--- src/rtl/uep_consts.vh ---
// constants for the endpoint command/status block
`ifndef UEP_CONSTS_VH
`define UEP_CONSTS_VH
`define UEP_OFS_DEVCMD 12'h000
`define UEP_OFS_EPTOG 12'h004
`define UEP_OFS_STAT 12'h008
`define UEP_OFS_MASK 12'h00c
`define UEP_OFS_EP0 12'h040
`define UEP_EP_BIT_ACTIVE 0
`define UEP_EP_BIT_TR 1
`define UEP_EP_BIT_RFTV 2
`define UEP_EP_BIT_TYPE 3
`define UEP_EP_BIT_OUTDIR 4
`define UEP_EP_XTYPE_LO 5
`define UEP_EP_XTYPE_HI 6
`define UEP_DEV_BIT_NAKOUT 0
`define UEP_DEV_BIT_NAKIN 1
`define UEP_XT_CTRL 2'h0
`define UEP_XT_BULK 2'h1
`define UEP_XT_INT 2'h2
`define UEP_XT_ISO 2'h3
`define UEP_MPS_CTRL 11'h040
`define UEP_MPS_BULK 11'h200
`define UEP_MPS_INT 11'h400
`define UEP_MPS_ISO 11'h400
`define UEP_HS_NONE 2'h0
`define UEP_HS_ACK 2'h1
`define UEP_HS_NAK 2'h2
`define UEP_TOK_OUT 1'b0
`define UEP_TOK_IN 1'b1
`endif

--- src/rtl/uep_ctrl.v ---
// endpoint command/status control with apb registers and nak interrupt
//
// The register offsets and register access over APB were chosen for this implementation.
`timescale 1ns/100ps
`include "uep_consts.vh"
module uep_ctrl #(
   parameter NEP = 8,
   parameter EPW = 3
) (
   input wire pclk,
   input wire presetn,
   input wire psel,
   input wire penable,
   input wire pwrite,
   input wire [11:0] paddr,
   input wire [31:0] pwdata,
   output reg [31:0] prdata,
   output reg pready,
   output reg pslverr,
   input wire tok_valid,
   input wire tok_dir,
   input wire [EPW-1:0] tok_ep,
   output reg [1:0] hs_code,
   output reg hs_valid,
   output reg hs_toggle,
   output reg [10:0] hs_mps,
   input wire tx_in_valid,
   input wire [7:0] tx_in_data,
   input wire tx_in_last,
   output reg tx_valid,
   output reg [7:0] tx_data,
   output reg tx_last,
   output reg irq
);
   wire setup;
   wire acc;
   wire [NEP-1:0] ep_nak;
   wire [NEP-1:0] ep_tog;
   wire [NEP*7-1:0] ep_cmd;
   wire [NEP*2-1:0] ep_xt;
   wire [NEP*11-1:0] ep_mps;
   wire [NEP-1:0] ep_wr;
   wire [NEP-1:0] ep_hit;
   wire tok_nak;
   wire nak_ev_out;
   wire nak_ev_in;
   wire ack_ev;
   wire stat_rd;
   wire p_valid;
   wire [7:0] p_data;
   wire p_last;
   wire [2:0] ev;
   reg [1:0] devcmd;
   reg [2:0] stat;
   reg [2:0] mask;
   reg [31:0] next_prdata;
   reg addr_ok;
   assign setup = psel & ~penable;
   assign acc = psel & penable & pready;
   genvar g;
   generate
      for (g = 0; g < NEP; g = g + 1) begin : ep
         assign ep_wr[g] = acc && pwrite &&
            paddr == (`UEP_OFS_EP0 + g * 4);
         assign ep_hit[g] = tok_valid && tok_ep == g;
         uep_ep_slot u_slot (
            .pclk(pclk),
            .presetn(presetn),
            .wr(ep_wr[g]),
            .wdata(pwdata[6:0]),
            .tok_hit(ep_hit[g]),
            .tok_ok(1'b1),
            .cmd(ep_cmd[g*7 +: 7]),
            .toggle(ep_tog[g]),
            .nak(ep_nak[g]),
            .xtype(ep_xt[g*2 +: 2]),
            .mps(ep_mps[g*11 +: 11])
         );
      end
   endgenerate
   assign tok_nak = ep_nak[tok_ep];
   assign nak_ev_out = tok_valid && tok_nak && tok_dir == `UEP_TOK_OUT &&
      devcmd[`UEP_DEV_BIT_NAKOUT];
   assign nak_ev_in = tok_valid && tok_nak && tok_dir == `UEP_TOK_IN &&
      devcmd[`UEP_DEV_BIT_NAKIN];
   assign ack_ev = tok_valid && !tok_nak;
   assign ev = {ack_ev, nak_ev_in, nak_ev_out};
   assign stat_rd = acc && !pwrite && paddr == `UEP_OFS_STAT;
   always @* begin
      next_prdata = 32'h00000000;
      addr_ok = 1'b1;
      case (paddr)
         `UEP_OFS_DEVCMD: next_prdata[1:0] = devcmd;
         `UEP_OFS_EPTOG: next_prdata[NEP-1:0] = ep_tog;
         `UEP_OFS_STAT: next_prdata[2:0] = stat;
         `UEP_OFS_MASK: next_prdata[2:0] = mask;
         default: begin
            if (paddr >= `UEP_OFS_EP0 && paddr < `UEP_OFS_EP0 + NEP * 4 &&
                paddr[1:0] == 2'b00) begin
               next_prdata[6:0] = ep_cmd[paddr[EPW+1:2]*7 +: 7];
            end else begin
               addr_ok = 1'b0;
            end
         end
      endcase
   end
   // no wait state: pready rises in the first access cycle
   always @(posedge pclk or negedge presetn) begin
      if (!presetn) begin
         pready <= 1'b0;
         prdata <= 32'h00000000;
         pslverr <= 1'b0;
      end else begin
         pready <= setup;
         pslverr <= setup & ~addr_ok;
         if (setup && !pwrite) begin
            prdata <= next_prdata;
         end
      end
   end
   always @(posedge pclk or negedge presetn) begin
      if (!presetn) begin
         devcmd <= 2'b00;
         mask <= 3'b000;
         stat <= 3'b000;
         irq <= 1'b0;
      end else begin
         if (acc && pwrite && paddr == `UEP_OFS_DEVCMD) begin
            devcmd <= pwdata[1:0];
         end
         if (acc && pwrite && paddr == `UEP_OFS_MASK) begin
            mask <= pwdata[2:0];
         end
         // a read clears only the bits it reported; an event that lands
         // between the setup capture and the access edge is not lost
         stat <= (stat & ~(stat_rd ? prdata[2:0] : 3'b000)) | ev;
         irq <= |(((stat & ~(stat_rd ? prdata[2:0] : 3'b000)) | ev) & mask);
      end
   end
   always @(posedge pclk or negedge presetn) begin
      if (!presetn) begin
         hs_valid <= 1'b0;
         hs_code <= `UEP_HS_NONE;
         hs_toggle <= 1'b0;
         hs_mps <= 11'h000;
      end else begin
         hs_valid <= tok_valid;
         hs_code <= !tok_valid ? `UEP_HS_NONE :
            (tok_nak ? `UEP_HS_NAK : `UEP_HS_ACK);
         hs_toggle <= ep_tog[tok_ep];
         hs_mps <= ep_mps[tok_ep*11 +: 11];
      end
   end
   uep_tx_path #(
      .DW(8)
   ) u_tx (
      .pclk(pclk),
      .presetn(presetn),
      .in_valid(tx_in_valid),
      .in_data(tx_in_data),
      .in_last(tx_in_last),
      .out_valid(p_valid),
      .out_data(p_data),
      .out_last(p_last)
   );
   always @(posedge pclk or negedge presetn) begin
      if (!presetn) begin
         tx_valid <= 1'b0;
         tx_data <= 8'h00;
         tx_last <= 1'b0;
      end else begin
         tx_valid <= p_valid;
         tx_data <= p_data;
         tx_last <= p_last;
      end
   end
endmodule

--- src/rtl/uep_ep_slot.v ---
// one endpoint entry: command bits, class decode and data toggle
`timescale 1ns/100ps
`include "uep_consts.vh"
module uep_ep_slot (
   input wire pclk,
   input wire presetn,
   input wire wr,
   input wire [6:0] wdata,
   input wire tok_hit,
   input wire tok_ok,
   output reg [6:0] cmd,
   output reg toggle,
   output wire nak,
   output wire [1:0] xtype,
   output reg [10:0] mps
);
   wire periodic;
   assign periodic = cmd[`UEP_EP_BIT_TYPE];
   assign nak = ~cmd[`UEP_EP_BIT_ACTIVE];
   // periodic class wins over the stored generic type
   assign xtype = periodic ? (cmd[`UEP_EP_BIT_RFTV] ? `UEP_XT_INT :
      `UEP_XT_ISO) : cmd[`UEP_EP_XTYPE_HI:`UEP_EP_XTYPE_LO];
   always @* begin
      case (xtype)
         `UEP_XT_CTRL: mps = `UEP_MPS_CTRL;
         `UEP_XT_BULK: mps = `UEP_MPS_BULK;
         `UEP_XT_INT: mps = `UEP_MPS_INT;
         default: mps = `UEP_MPS_ISO;
      endcase
   end
   always @(posedge pclk or negedge presetn) begin
      if (!presetn) begin
         cmd <= 7'h00;
         toggle <= 1'b0;
      end else begin
         if (wr) begin
            // the reset request is a one-shot; it is not kept in the entry
            cmd <= wdata & ~(7'h01 << `UEP_EP_BIT_TR);
         end
         if (wr && wdata[`UEP_EP_BIT_TR]) begin
            toggle <= wdata[`UEP_EP_BIT_RFTV];
         end else if (tok_hit && tok_ok && !nak) begin
            // iso endpoints carry no handshake toggle
            if (xtype != `UEP_XT_ISO) begin
               toggle <= ~toggle;
            end
         end
      end
   end
endmodule

--- src/rtl/uep_tx_path.v ---
// in-direction byte path: payload passes through with one register stage
`timescale 1ns/100ps
module uep_tx_path #(
   parameter DW = 8
) (
   input wire pclk,
   input wire presetn,
   input wire in_valid,
   input wire [DW-1:0] in_data,
   input wire in_last,
   output reg out_valid,
   output reg [DW-1:0] out_data,
   output reg out_last
);
   // no dependence on any earlier out transfer length is kept here
   always @(posedge pclk or negedge presetn) begin
      if (!presetn) begin
         out_valid <= 1'b0;
         out_data <= {DW{1'b0}};
         out_last <= 1'b0;
      end else begin
         out_valid <= in_valid;
         out_data <= in_data;
         out_last <= in_valid & in_last;
      end
   end
endmodule

--- config.mk ---
export PLATFORM = sky130hd
export DESIGN_NAME = uep_ctrl
export DESIGN_NICKNAME = d
export VERILOG_FILES = /design/src/rtl/uep_ctrl.v /design/src/rtl/uep_ep_slot.v /design/src/rtl/uep_tx_path.v
export VERILOG_INCLUDE_DIRS = /design/src /design/src/rtl
export SDC_FILE = /design/constraint.sdc
export NUM_CORES = 1
export LEC_CHECK = 0
export ABC_CLOCK_PERIOD_IN_PS = 1800
export BUFFER_PORTS_ARGS = -buffer_cell sky130_fd_sc_hd__buf_4
export CORE_ASPECT_RATIO = 0.5
export CORE_MARGIN = 2
export CORE_UTILIZATION = 44
export CTS_BUF_LIST = sky130_fd_sc_hd__clkbuf_4
export CTS_CLUSTER_DIAMETER = 150
export CTS_CLUSTER_SIZE = 8
export DETAILED_ROUTE_END_ITERATION = 12
export PLACE_DENSITY = 0.7
export SYNTH_ARGS = -nofsm -noshare
export SYNTH_HDL_FRONTEND = slang
export SYNTH_SLANG_ARGS = --single-unit
--- constraint.sdc ---
create_clock -name pclk -period 1.8 [get_ports pclk]
set_input_delay 0.09 -clock pclk [delete_from_list [all_inputs] [get_ports pclk]]
set_output_delay 0.09 -clock pclk [all_outputs]
set_load 0.01 [all_outputs]
* Yosys cells after proc, flatten, opt, wreduce, memory -nomap -nowiden
Cells that the tools add are included.
Storage, ports and cells: register bits 110, latch bits 0, memory bits (writable) 0, bits in read-only memories 0, input port bits 64, output and inout port bits 60, word-level logic and storage cells 250, memories 0
Cells by class: $add $sub $neg 0, $mul 2, divide/modulo/power cells 0, order comparisons 3, equality and inequality tests 34, shift operators 2, mux-type cells 62, bitwise gates (word level) 28, reductions and logical operators 86
Operator list (number):
- $pmux W11 S2 | 8
- $eq A12 B7 Y1 const B | 8
- $shiftx A88 B8 Y11 | 1
- $shiftx A56 B7 Y7 | 1
- $logic_and A1 B1 Y1 | 46
- $mux W1 | 37
- $reduce_bool A2 Y1 | 16
- $eq A12 B4 Y1 const B | 2
- $mux W2 | 10
- $not A1 Y1 | 19
- $logic_not A2 Y1 | 9
- $eq A2 B1 Y1 const B | 8
- $ne A2 B2 Y1 const B | 8
- $reduce_and A2 Y1 | 8
- $eq A12 B3 Y1 const B | 1
- $eq A3 B3 Y1 const B | 4
- $ge A12 B7 Y1 const B | 1
- $logic_not A12 Y1 | 1
- $lt A12 B7 Y1 const B | 1
- $pmux W2 S4 | 1
- $pmux W4 S2 | 1
- $mul A3 B4 Y7 const B | 1
- $mux W7 | 1
- $and A3 B3 Y3 | 2
- 14 further kinds | 22

* Longest topological paths before layout
Gate-level depths: netlist of run 1.
depth in word-level cells 10, depth in mapped cells 7, gate-level depth less buffers 5

* Hierarchy
From an unflattened synthesis of run 1, not the netlist that was laid out.
Unflattened totals: cell total of the unflattened synthesis 608, area, all modules 6784.0 µm²
Modules (own cells, without submodules):
- uep_ep_slot | times used 8, cells each 43, area each 421.7 µm²
- uep_ctrl | times used 1, cells each 253, area each 3154.3 µm²
- uep_tx_path | times used 1, cells each 11, area each 256.5 µm²

* Worst setup path after synthesis of run 1
OpenSTA, ideal clock, no wires.
path kind reg-to-reg, from register pready, to register ep[3].u_slot.toggle, setup time 0.125 ns, data arrival time 1.791 ns, required time 1.675 ns, path slack -0.116 ns, stages on the path, launching flop included 6, path buffers 1, period minus slack after synthesis 1.916 ns, path through dfrtp_1 -> nand4_2 -> or4_1 -> buf_2 -> nor2_1 -> mux2_2
Between the ends: longest elaborated chain between the ends 6
Ends and longest elaborated chain:
- start: declaration | line uep_ctrl.v:18 | output reg pready,
- start signal: assignment | line uep_ctrl.v:114 | pready <= setup;
- $and A1 B1 Y1 * | line uep_ctrl.v:59 | assign acc = psel & penable & pready;
- $logic_and A1 B1 Y1 * (2 in series) | line uep_ctrl.v:63 | assign ep_wr[g] = acc && pwrite &&
- $logic_and A1 B1 Y1 * | line uep_ep_slot.v:40 | if (wr && wdata[`UEP_EP_BIT_TR]) begin
- $reduce_bool A2 Y1 (no line)
- $reduce_and A2 Y1 (no line)
- end signal: assignment | line uep_ep_slot.v:41 | toggle <= wdata[`UEP_EP_BIT_RFTV];
- end signal: assignment | line uep_ep_slot.v:45 | toggle <= ~toggle;
- end: declaration | line uep_ep_slot.v:12 | output reg toggle,
Mark *: on every way between the ends. The rest lies on a longest branch, timed or not. A chain may end at the register's enable or synchronous reset.

* Worst setup path in the final report of run 1
from register pready, to register ep[6].u_slot.toggle
Between the ends: longest elaborated chain between the ends 6
Ends and longest elaborated chain (line):
- $and A1 B1 Y1 * | uep_ctrl.v:59
- $logic_and A1 B1 Y1 * (2 in series) | uep_ctrl.v:63
- $logic_and A1 B1 Y1 * | uep_ep_slot.v:40
- $reduce_bool A2 Y1 (no line)
- $reduce_and A2 Y1 (no line)
- end signal: assignment | uep_ep_slot.v:41
- end signal: assignment | uep_ep_slot.v:45
- end: declaration | uep_ep_slot.v:12
Marks and branches as above.

==> flow_metrics.env, run 1 <==
export IMPL_status="complete, no violations"
export IMPL_first_pass_iters=4
export IMPL_clock_sinks=102
export IMPL_clock_skew_ns=0.0125
export IMPL_endpoint_kind="flip-flop"
export IMPL_peakVddDrop_mv=0.424
export IMPL_timing_final_ws_setup_ns=0.117
export IMPL_cp_cell_sequence="nand4_4 > or4_1 > nor2_1 > mux2_2"
export IMPL_finalCritPeriodShare_pct=93.5
export IMPL_synth_edf_count=0
export IMPL_yosysWarningCount=0
export IMPL_final_nets=603
export IMPL_synthesis_area_um2=5150
export IMPL_rows=27
export IMPL_cts_tree="done"
export IMPL_preCtsSetupSlack_ns=-0.132
export IMPL_min_period_ns=1.68
export IMPL_p_leak_uw=0.00294
export IMPL_hold_viol=0
export IMPL_cp_top_family="simple AND/OR/NAND/NOR gates"
export IMPL_total_power_uw=4340
export IMPL_drv_slew=0
export IMPL_grt_pass1_vias=3728
export IMPL_pin_count=124
export IMPL_die_width_um=157
export IMPL_initial_utilization_pct=46.1
export IMPL_grt_start_max_net_pins=42
export IMPL_grt_pass1_wl_um=19700
export IMPL_placed_cell_area_um2=5900
export IMPL_area_growth_pct=22.6
export IMPL_wl_per_cell_um=17.1
export IMPL_cts_buffers_inserted=9
export IMPL_drt_iter0_drc=219
export IMPL_antenna_found_initial=0
export IMPL_maxCapViolCount=0
export IMPL_max_freq_mhz=594
export IMPL_yosys_most_used_dff="dfrtp_1"
export IMPL_grt_overflow_total=0
export IMPL_insertion_delay_ns=0.45
export IMPL_diodes=0
export IMPL_path_buf_inv=0
export IMPL_required_ns=2.15
export IMPL_viasPerCell=5.36
export IMPL_critPathSlowestCell="or4_1"
export IMPL_synth_distinct_cells=55
export IMPL_path_clk_slew_ns=0.15
export IMPL_setup_viol=0
export IMPL_hold_path_class="in -> reg"
export IMPL_cts_root_buf="clkbuf_4"
export IMPL_worst_slew_pin_slew_ns=0.528
export IMPL_chipHeight_um=80.5
export IMPL_synthCells=434
export IMPL_ys_seq_area_share_pct=49.6
export IMPL_num_fill_cells=944
export IMPL_fin_area_um2=6320
export IMPL_slowest_delay_ns=0.48
export IMPL_ant_nets=0
export IMPL_critPathKind="reg -> reg"
export IMPL_portBuffers=66
export IMPL_cts_setup_buffers=0
export IMPL_rsz0062_at_grt="false"
export IMPL_cp_max_fo=8
export IMPL_fin_util_pct=56.5
export IMPL_startpoint_type="flip-flop"
export IMPL_async_flop_share_pct=100
export IMPL_die_area_um2=12600
export IMPL_worst_ep_arrival_time_ns=2.04
export IMPL_vias=3771
export IMPL_ys_ff_latch=102
export IMPL_clockBufferDepth=2
export IMPL_h_tree_depth=3
export IMPL_slew_headroom_pct=63.9
export IMPL_syn_area_per_cell_um2=11.9
export IMPL_post_dp_hpwl_um=8680
export IMPL_grt_total_usage_pct=20.7
export IMPL_p_per_area_nw_per_um2=688
export IMPL_coreArea_um2=11200
export IMPL_routed_wl_um=12000
export IMPL_drc=0
export IMPL_place_congestion=0.914
export IMPL_drive_above_1_share_pct=36.2
-- layer usage --
layer / up-vias / GRT usage [%] / share of wire (%)
met4: 0 / 5.27 / 1.4
li1: 1720 / - / -
met2: 175 / 32.7 / 44
met3: 16 / 5.94 / 9.6
met1: 1860 / 28.3 / 45
met5: - / 0 / 0
-- Yosys cell counts (2+ instances only) --
cell type / n / area, um2
nor3b_1: 3 / 22.5
nand3b_1: 3 / 22.5
a21oi_1: 15 / 75.1
nand2b_1: 5 / 31.3
nor3_1: 7 / 35.0
and2_1: 2 / 12.5
a211oi_1: 3 / 22.5
inv_1: 15 / 56.3
nor2_1: 27 / 101
nor4_2: 2 / 25.0
buf_2: 7 / 35.0
nor4_1: 5 / 31.3
o2111ai_1: 6 / 52.6
nand3_1: 15 / 75.1
a32oi_1: 3 / 26.3
nor2b_1: 5 / 31.3
buf_4: 32 / 240
mux4_2: 16 / 360
mux2i_1: 9 / 90.1
clkbuf_1: 10 / 37.5
dfrtp_1: 102 / 2550
xnor2_1: 8 / 70.1
mux2_2: 58 / 653
buf_1: 3 / 11.3
or4_1: 4 / 30.0
o21ai_0: 12 / 60.1
and3_1: 3 / 18.8
nand2_1: 26 / 97.6
nor4_4: 2 / 42.5
-- metrics by stage --
stage	hold slack (ns)	instances	TNS, ns
3_3_place_gp	0.114	664	-1.77
4_1_cts	0.0106	703	0
6_report	0.0402	703	0
5_1_grt	0.0358	703	0
3_5_place_dp	0.114	664	-3.60
2_1_floorplan	-0.206	465	-0.00355
-- where the power goes --
part | switching (uW) | internal (uW)
clock network | 746 | 720
registers | 25.7 | 2350
logic | 278 | 227
-- registers in the layout, indices dropped and copies added, names as in the netlist, 2 cells and up --
name,flops
u_tx.out_data,8
ep.u_slot.cmd,48
tx_data,8
prdata,8
mask,3
stat,3
devcmd,2
hs_mps,3
hs_code,2
ep.u_slot.toggle,8
-- layout by cell type, fill, tap and decap left out, types with 2 or more instances in the layout --
| master | count |
|---|---|
| dfrtp_1 | 102 |
| buf_4 | 90 |
| mux2_2 | 58 |
| conb_1 | 32 |
| nor2_1 | 26 |
| nand2_1 | 26 |
| dlygate4sd3_1 | 23 |
| mux4_2 | 16 |
| nand3_1 | 15 |
| a21oi_1 | 15 |
| inv_1 | 15 |
| o21ai_0 | 12 |
| clkbuf_4 | 10 |
| mux2i_1 | 9 |
| xnor2_1 | 8 |
| nor3_1 | 7 |
| o2111ai_1 | 6 |
| nand2b_1 | 5 |
| nor4_1 | 5 |
| nor2b_1 | 5 |
| nor4_4 | 4 |
| or4_1 | 4 |
| nand3b_1 | 3 |
| a211oi_1 | 3 |
| a32oi_1 | 3 |
| and3_1 | 3 |
| nor3b_1 | 3 |
| bufinv_16 | 3 |
| buf_12 | 3 |
| and2_1 | 2 |
| clkinv_2 | 2 |
-- kinds of logic (layout without fill, tap and decap cells) --
family / after synthesis / in the layout / share of synthesized area [%]
mux: 83 / 83 / 21.4
buf+inv: 69 / 148 / 7.68
xor+xnor: 8 / 8 / 1.36
other cells: 1 / 32 / 0.0728
simple gates: 118 / 118 / 13.1
compound gates: 53 / 53 / 6.80
flops: 102 / 102 / 49.6
-- final timing paths --
path                       slack (ns)  depth (start not counted)             start             endpoint
min in group asynchronous        0.15                          2           presetn           tx_data[5]
hold reg to reg                  0.37                          0  u_tx.out_data[2]           tx_data[2]
setup / recovery                 0.12                          4            pready  ep[6].u_slot.toggle
hold / removal                   0.04                          4            pwrite            prdata[0]
setup reg to reg                 0.12                          4            pready  ep[6].u_slot.toggle
max in group asynchronous        1.10                          3           presetn              tx_last
-- what timing repair did --
action	in CTS	in global routing
hold buffers	23	0
gates resized for setup	0	1
endpoints found under the hold margin	138	0
endpoints found under the setup margin	0	1
-- worst reg2reg max path, stage by stage (launching register included) --
cell	delay (ns)
dfrtp_1	0.43
nand4_4	0.16
or4_1	0.48
nor2_1	0.16
mux2_2	0.35
-- area by class of cell --
| cell class | count | area, um2 | share of cell area, % |
|---|---|---|---|
| Clock inverter | 6 | 109 | 1.72 |
| Inverter | 16 | 60.1 | 0.951 |
| Multi-Input combinational cell | 294 | 2350 | 37.3 |
| Clock buffer | 10 | 75.1 | 1.19 |
| Timing Repair Buffer | 116 | 966 | 15.3 |
| Tap cell | 159 | 199 | 3.15 |
| Sequential cell | 102 | 2550 | 40.4 |
Power figures use the tool's default switching activity.
==> inputs of run 2 (changes only) <==
--- a/config.mk
+++ b/config.mk
@@ -6,7 +6,7 @@
 export SDC_FILE = /design/constraint.sdc
 export NUM_CORES = 1
 export LEC_CHECK = 0
-export ABC_CLOCK_PERIOD_IN_PS = 1800
+export ABC_CLOCK_PERIOD_IN_PS = 1600
 export BUFFER_PORTS_ARGS = -buffer_cell sky130_fd_sc_hd__buf_4
 export CORE_ASPECT_RATIO = 0.5
 export CORE_MARGIN = 2
@@ -15,7 +15,8 @@
 export CTS_CLUSTER_DIAMETER = 150
 export CTS_CLUSTER_SIZE = 8
 export DETAILED_ROUTE_END_ITERATION = 12
-export PLACE_DENSITY = 0.7
+export PLACE_DENSITY_LB_ADDON = 0.08
+export SLEW_MARGIN = 20
 export SYNTH_ARGS = -nofsm -noshare
 export SYNTH_HDL_FRONTEND = slang
 export SYNTH_SLANG_ARGS = --single-unit
==> constraint.sdc (replaced) <==
create_clock -name pclk -period 1.6 [get_ports pclk]
set_input_delay 0.08 -clock pclk [delete_from_list [all_inputs] [get_ports pclk]]
set_output_delay 0.08 -clock pclk [all_outputs]
set_load 0.01 [all_outputs]
==> run 2 against run 1 <==
Net effect:
- the flow now finishes with violations (setup timing)
- sequential share of layout area down 3.8 points
- count of clock-buffer cells in the layout down 1
- via count up 6.0%
- cell area up 10%
- non-clock buffer count up 53
- sequential power up 13%
- worst hold slack better by 0.0055 ns
- combinational power up 25%
- routed wire length up 16%
- die area unchanged
- first-iteration DRC count up 15%
- global-route usage up 2.7 points
- critical endpoint is now ep[1].u_slot.toggle
==> flow_metrics.env, run 2 (synthesis results as in run 1) <==
export IMPL_status="finished with violations"
export IMPL_violations="setup timing"
export IMPL_setup_viol=23
export IMPL_path_clk_slew_ns=0.17
export IMPL_diodes=0
export IMPL_drc=0
export IMPL_p_switching_uw=1300
export IMPL_rsz0062_at_grt="true"
export IMPL_instances_no_fill=756
export IMPL_grt_overflow_total=0
export IMPL_antenna_found_initial=0
export IMPL_die_width_um=157
export IMPL_cts_tree="done"
export IMPL_dpl_cell_count=714
export IMPL_h_tree_depth=3
export IMPL_max_freq_mhz=599
export IMPL_holdPathStages=2
export IMPL_cts_root_buf="clkbuf_4"
export IMPL_wl_per_cell_um=18.5
export IMPL_placed_cell_area_um2=6400
export IMPL_critPathSlowestCell="dfrtp_1"
export IMPL_clock_skew_ns=0.0201
export IMPL_min_period_ns=1.67
export IMPL_initial_utilization_pct=46.1
export IMPL_switching_share_pct=26.5
export IMPL_p_per_area_nw_per_um2=701
export IMPL_vias=3997
export IMPL_met3_usage_pct=6.53
export IMPL_required_ns=1.97
export IMPL_layout_common_cells="128 x buf_4, 102 x dfrtp_1, 43 x mux2_2"
export IMPL_ant_nets=0
export IMPL_final_nets=656
export IMPL_busiest_layer="met2"
export IMPL_cellInternalPower_uw=3590
export IMPL_cp_cell_sequence="nor3b_1 > buf_4 > o2111ai_1 > xnor2_1 > mux2_2"
export IMPL_fin_area_um2=6970
export IMPL_hold_path_class="in -> reg"
export IMPL_hold_viol=0
export IMPL_endpoint_kind="flip-flop"
export IMPL_chipHeight_um=80.5
export IMPL_cp_max_fo=4
export IMPL_top_register="ep.u_slot.cmd"
export IMPL_largest_reg_flops=48
export IMPL_drt_iter0_drc=252
export IMPL_routed_wl_um=14000
export IMPL_post_dp_hpwl_um=10200
export IMPL_slew_headroom_pct=56.1
export IMPL_area_growth_pct=35.4
export IMPL_timing_final_ws_setup_ns=-0.0700
export IMPL_first_pass_iters=7
export IMPL_drv_slew=0
export IMPL_clockBufferDepth=2
export IMPL_startpoint_type="flip-flop"
export IMPL_power_frac_seq_pct=54.6
export IMPL_power_frac_clock_pct=32.5
export IMPL_cts_buffers_inserted=9
export IMPL_combPwrFrac_pct=12.8
export IMPL_grt_total_usage_pct=23.4
export IMPL_coreArea_um2=11200
export IMPL_drive_above_1_share_pct=44.9
export IMPL_finalCritPeriodShare_pct=104
export IMPL_insertion_delay_ns=0.47
export IMPL_viasPerCell=5.29
export IMPL_fin_util_pct=62.4
export IMPL_worst_slew_pin_slew_ns=0.657
export IMPL_met2_usage_pct=38.8
export IMPL_peakVddDrop_mv=0.576
export IMPL_critPathKind="reg -> reg"
export IMPL_pin_count=124
export IMPL_use_met1_pct=31.0
export IMPL_place_congestion=0.917
export IMPL_maxCapViolCount=0
export IMPL_p_leak_uw=0.00327
export IMPL_grt_pass1_wl_um=21600
export IMPL_grt_pass1_vias=3955
export IMPL_r2r_cells=5
export IMPL_slowest_delay_ns=0.44
export IMPL_worst_ep_arrival_time_ns=2.04
export IMPL_rows=27
export IMPL_clock_sinks=102
export IMPL_die_area_um2=12600
export IMPL_portBuffers=66
export IMPL_grt_start_max_net_pins=45
export IMPL_final_common_cell="buf_4"
==> run 2: final timing paths <==
check | startpoint | to | slack, ns
setup / recovery | ep[1].u_slot.cmd[0] | ep[1].u_slot.toggle | -0.07
hold / removal | pwdata[2] | ep[0].u_slot.cmd[2] | 0.05
setup reg to reg | ep[1].u_slot.cmd[0] | ep[1].u_slot.toggle | -0.07
hold reg to reg | u_tx.out_valid | tx_valid | 0.37
max in group asynchronous | presetn | tx_valid | 0.41
min in group asynchronous | presetn | ep[2].u_slot.cmd[3] | 0.12
==> run 2: final cells by class <==
type,instances,area (um2)
well taps,159,199
multi-input cells,294,2520
clock inverters,7,103
inverters,16,60.1
repair buffers,169,1470
fillers,863,4210
clock buffers,9,67.6
flip-flops and latches,102,2550
==> run 2: metrics by stage <==
step	setup WS [ns]	power, uW	hold slack (ns)	TNS (ns)
CTS	-0.0742	4930	0.0127	-1.71
finish	-0.0700	4890	0.0457	-0.684
detailed placement	-0.356	3290	-0.0348	-14.82
global placement	-0.339	3290	-0.0354	-13.69
global route	-0.136	5110	0.0235	-3.94
floorplan	-0.151	3000	-0.216	-1.63
==> run 2: power groups by stage <==
stage | Sequential [uW] | Clock [uW] | Combinational (uW)
final | 2670 | 1590 | 628
after global routing | 2680 | 1740 | 687
after CTS | 2670 | 1630 | 624
after detailed placement | 2720 | 0 | 574
after global placement | 2720 | 0 | 572
after floorplan | 2740 | 0 | 260
==> run 2: timing repair <==
| item | in CTS | in global routing |
|---|---|---|
| endpoints found under the hold margin | 169 | 0 |
| setup endpoints to repair | 50 | 65 |
| pin swaps | 1 | 4 |
| gates resized for setup | 10 | 29 |
| hold buffers | 23 | 0 |
| setup buffers | 3 | 0 |
==> run 2: per-layer routing <==
metal / wire length (um) / vias up / part of all wire [%]
met2: 6410 / 172 / 46
met3: 1160 / 14 / 8.3
li1: - / 1826 / -
met5: 0 / - / 0
met4: 162 / 0 / 1.2
met1: 6240 / 1985 / 45
==> run 2: critical path, delay by kind of cell (launching register included) <==
family / cells / cell delay [ns]
AOI/OAI and AO/OA: 1 / 0.22
xor gates and xnor gates: 1 / 0.21
and+or+nand+nor: 1 / 0.26
muxes: 1 / 0.28
buffers and inverters: 1 / 0.17
DFF: 1 / 0.44
==> inputs of run 3 (changes only) <==
--- a/config.mk
+++ b/config.mk
@@ -11,7 +11,7 @@
 export CORE_ASPECT_RATIO = 0.5
 export CORE_MARGIN = 2
 export CORE_UTILIZATION = 44
-export CTS_BUF_LIST = sky130_fd_sc_hd__clkbuf_4
+export CTS_BUF_LIST = sky130_fd_sc_hd__clkbuf_16
 export CTS_CLUSTER_DIAMETER = 150
 export CTS_CLUSTER_SIZE = 8
 export DETAILED_ROUTE_END_ITERATION = 12
@@ -19,4 +19,5 @@
 export SLEW_MARGIN = 20
 export SYNTH_ARGS = -nofsm -noshare
 export SYNTH_HDL_FRONTEND = slang
+export SYNTH_HIERARCHICAL = 1
 export SYNTH_SLANG_ARGS = --single-unit
==> run 3 against run 2 <==
Net effect:
- the run still ends with setup timing left
- via count up 18%
- combinational power up 67%
- first-iteration DRC count up 1.6%
- clock power up 35%
- sequential share of layout area down 3.9 points
- count of clock-buffer cells in the layout unchanged
- critical path depth up 1
- sequential power up 14%
- setup slack better by 0.022 ns
- largest cell class is now multi-input combinational cells
==> flow_metrics.env, run 3 <==
export IMPL_status="finished with violations"
export IMPL_violations="setup timing"
export IMPL_drt_iter0_drc=256
export IMPL_cp_max_fo=4
export IMPL_clockBufferDepth=2
export IMPL_worstHoldEndpoint="ep[1].u_slot/cmd[0]"
export IMPL_cp_top_family="simple AND/OR/NAND/NOR gates"
export IMPL_rsz0062_at_grt="true"
export IMPL_drv_slew=0
export IMPL_endpoint_kind="flip-flop"
export IMPL_grt_start_max_net_pins=33
export IMPL_clock_sinks=110
export IMPL_diodes=0
export IMPL_portBuffers=74
export IMPL_min_period_ns=1.65
export IMPL_chipHeight_um=91.1
export IMPL_hold_slack_ns=0.0359
export IMPL_synthCells=592
export IMPL_regToRegStartpoint="ep[5].u_slot/cmd[0]"
export IMPL_fin_util_pct=57.6
export IMPL_rrSetupSlack_ns=-0.05
export IMPL_p_leak_uw=0.00396
export IMPL_critPathKind="reg -> reg"
export IMPL_place_congestion=0.827
export IMPL_cp_cell_sequence="inv_1 > mux2_4 > o22ai_2 > or3_4 > mux2i_1 > a2111o_1"
export IMPL_antenna_found_initial=0
export IMPL_drc=0
export IMPL_coreArea_um2=14600
export IMPL_r2r_cells=6
export IMPL_cts_buffers_inserted=9
export IMPL_first_pass_iters=4
export IMPL_critPathSlowestCell="or3_4"
export IMPL_wl_per_cell_um=16.2
export IMPL_fin_tns_setup_ns=-0.0616
export IMPL_max_freq_mhz=607
export IMPL_timing_final_ws_setup_ns=-0.0481
export IMPL_post_dp_hpwl_um=11600
export IMPL_insertion_delay_ns=0.36
export IMPL_rows=31
export IMPL_layout_common_cells="159 x buf_4, 109 x dfrtp_1, 104 x conb_1"
export IMPL_worst_ep_arrival_time_ns=1.88
export IMPL_top_register="ep.u_slot/cmd"
export IMPL_p_per_area_nw_per_um2=741
export IMPL_maxCapViolCount=0
export IMPL_area_growth_pct=26.3
export IMPL_drive_above_1_share_pct=42.5
export IMPL_routed_wl_um=15600
export IMPL_viasPerCell=4.89
export IMPL_initial_utilization_pct=45.6
export IMPL_setup_viol=4
export IMPL_h_tree_depth=3
export IMPL_holdCritStartpoint="pwdata[0]"
export IMPL_placed_cell_area_um2=7610
export IMPL_r2r_end="irq"
export IMPL_hold_viol=0
export IMPL_cts_tree="done"
export IMPL_grt_pass1_wl_um=24800
export IMPL_grt_pass1_vias=4687
export IMPL_grt_overflow_total=0
export IMPL_path_buf_inv=1
export IMPL_slowest_delay_ns=0.42
export IMPL_grt_total_usage_pct=20.3
export IMPL_synthesis_area_um2=6670
export IMPL_ant_nets=0
export IMPL_peakVddDrop_mv=0.632
export IMPL_vias=4708
export IMPL_clock_skew_ns=0.0103
export IMPL_final_common_cell="buf_4"
export IMPL_hold_path_class="in -> reg"
export IMPL_path_clk_slew_ns=0.07
export IMPL_yosysWarningCount=6
export IMPL_num_fill_cells=1234
export IMPL_largestRegisters="ep.u_slot/cmd (48), hs_mps (11)"
export IMPL_fin_area_um2=8430
export IMPL_holdPathStages=3
export IMPL_finalCritPeriodShare_pct=103
export IMPL_final_nets=823
export IMPL_die_area_um2=16200
export IMPL_cts_root_buf="clkbuf_16"
export IMPL_die_width_um=178
export IMPL_pin_count=124
export IMPL_largest_reg_flops=48
export IMPL_startpoint_type="flip-flop"
export IMPL_required_ns=1.83
export IMPL_syn_area_per_cell_um2=11.3
-- run 3: cell types whose count changed in the layout (fill, tap and decap cells not counted), sizes merged, moves of 16 or more --
cell / before / now
or2: 0 / 16
nor2: 27 / 44
mux4: 16 / 40
buf: 146 / 175
conb: 32 / 104
-- run 3: worst register-to-register path: stages, from the launching register on --
cell,delay [ns]
dfrtp_1,0.38
inv_1,0.08
mux2_4,0.15
o22ai_2,0.07
or3_4,0.42
mux2i_1,0.14
a2111o_1,0.29
-- run 3: what timing repair did --
item | 4_1_cts | 5_1_grt
cloned | 0 | 0
setup buffers | 9 | 8
pin swaps | 16 | 13
endpoints found under the hold margin | 43 | 0
endpoints found under the setup margin | 38 | 50
gates resized for setup | 34 | 40
hold buffers | 15 | 0
-- run 3: through the flow --
stage | cells | setup slack [ns] | total power [uW]
floorplan | 686 | 0.00487 | 3770
global placement | 916 | -0.232 | 4080
detailed placement | 916 | -0.288 | 4090
CTS | 956 | -0.0512 | 6310
global route | 962 | -0.0943 | 6580
finish | 962 | -0.0481 | 6250
-- run 3: layout make-up --
class / count / area [um2] / area share (%)
clock buffers: 9 / 225 / 2.67
clock inverters: 7 / 53.8 / 0.638
flip-flops and latches: 110 / 2750 / 32.7
well taps: 198 / 248 / 2.94
multi-input cells: 427 / 3500 / 41.5
repair buffers: 190 / 1570 / 18.6
inverters: 21 / 78.8 / 0.935
-- run 3: metal layers --
layer	track usage, %	share of wire, %	up-vias
met5	0	0	-
met1	29.4	48	2327
met2	30.9	44	132
li1	-	-	2235
met4	4.27	0.92	0
met3	5.03	6.7	14
-- run 3: power breakdown --
group	switching [uW]	internal [uW]	leakage, uW	total, uW
Sequential	127	2930	0.00134	3050
Combinational	510	536	0.00248	1050
Clock	1070	1070	0.000136	2140
Total	1710	4540	0.00396	6250
-- run 3: how the worst max path moves through the flow --
| stage | from | endpoint | depth (start not counted) |
|---|---|---|---|
| 3_5_place_dp | paddr[8] | ep[0].u_slot/cmd[2] | 8 |
| 2_1_floorplan | paddr[1] | ep[4].u_slot/toggle | 9 |
| 5_1_grt | pready | ep[0].u_slot/toggle | 9 |
| 4_1_cts | pready | ep[0].u_slot/toggle | 9 |
| 6_report | ep[5].u_slot/cmd[0] | irq | 6 |
| 3_3_place_gp | paddr[1] | ep[0].u_slot/cmd[6] | 8 |
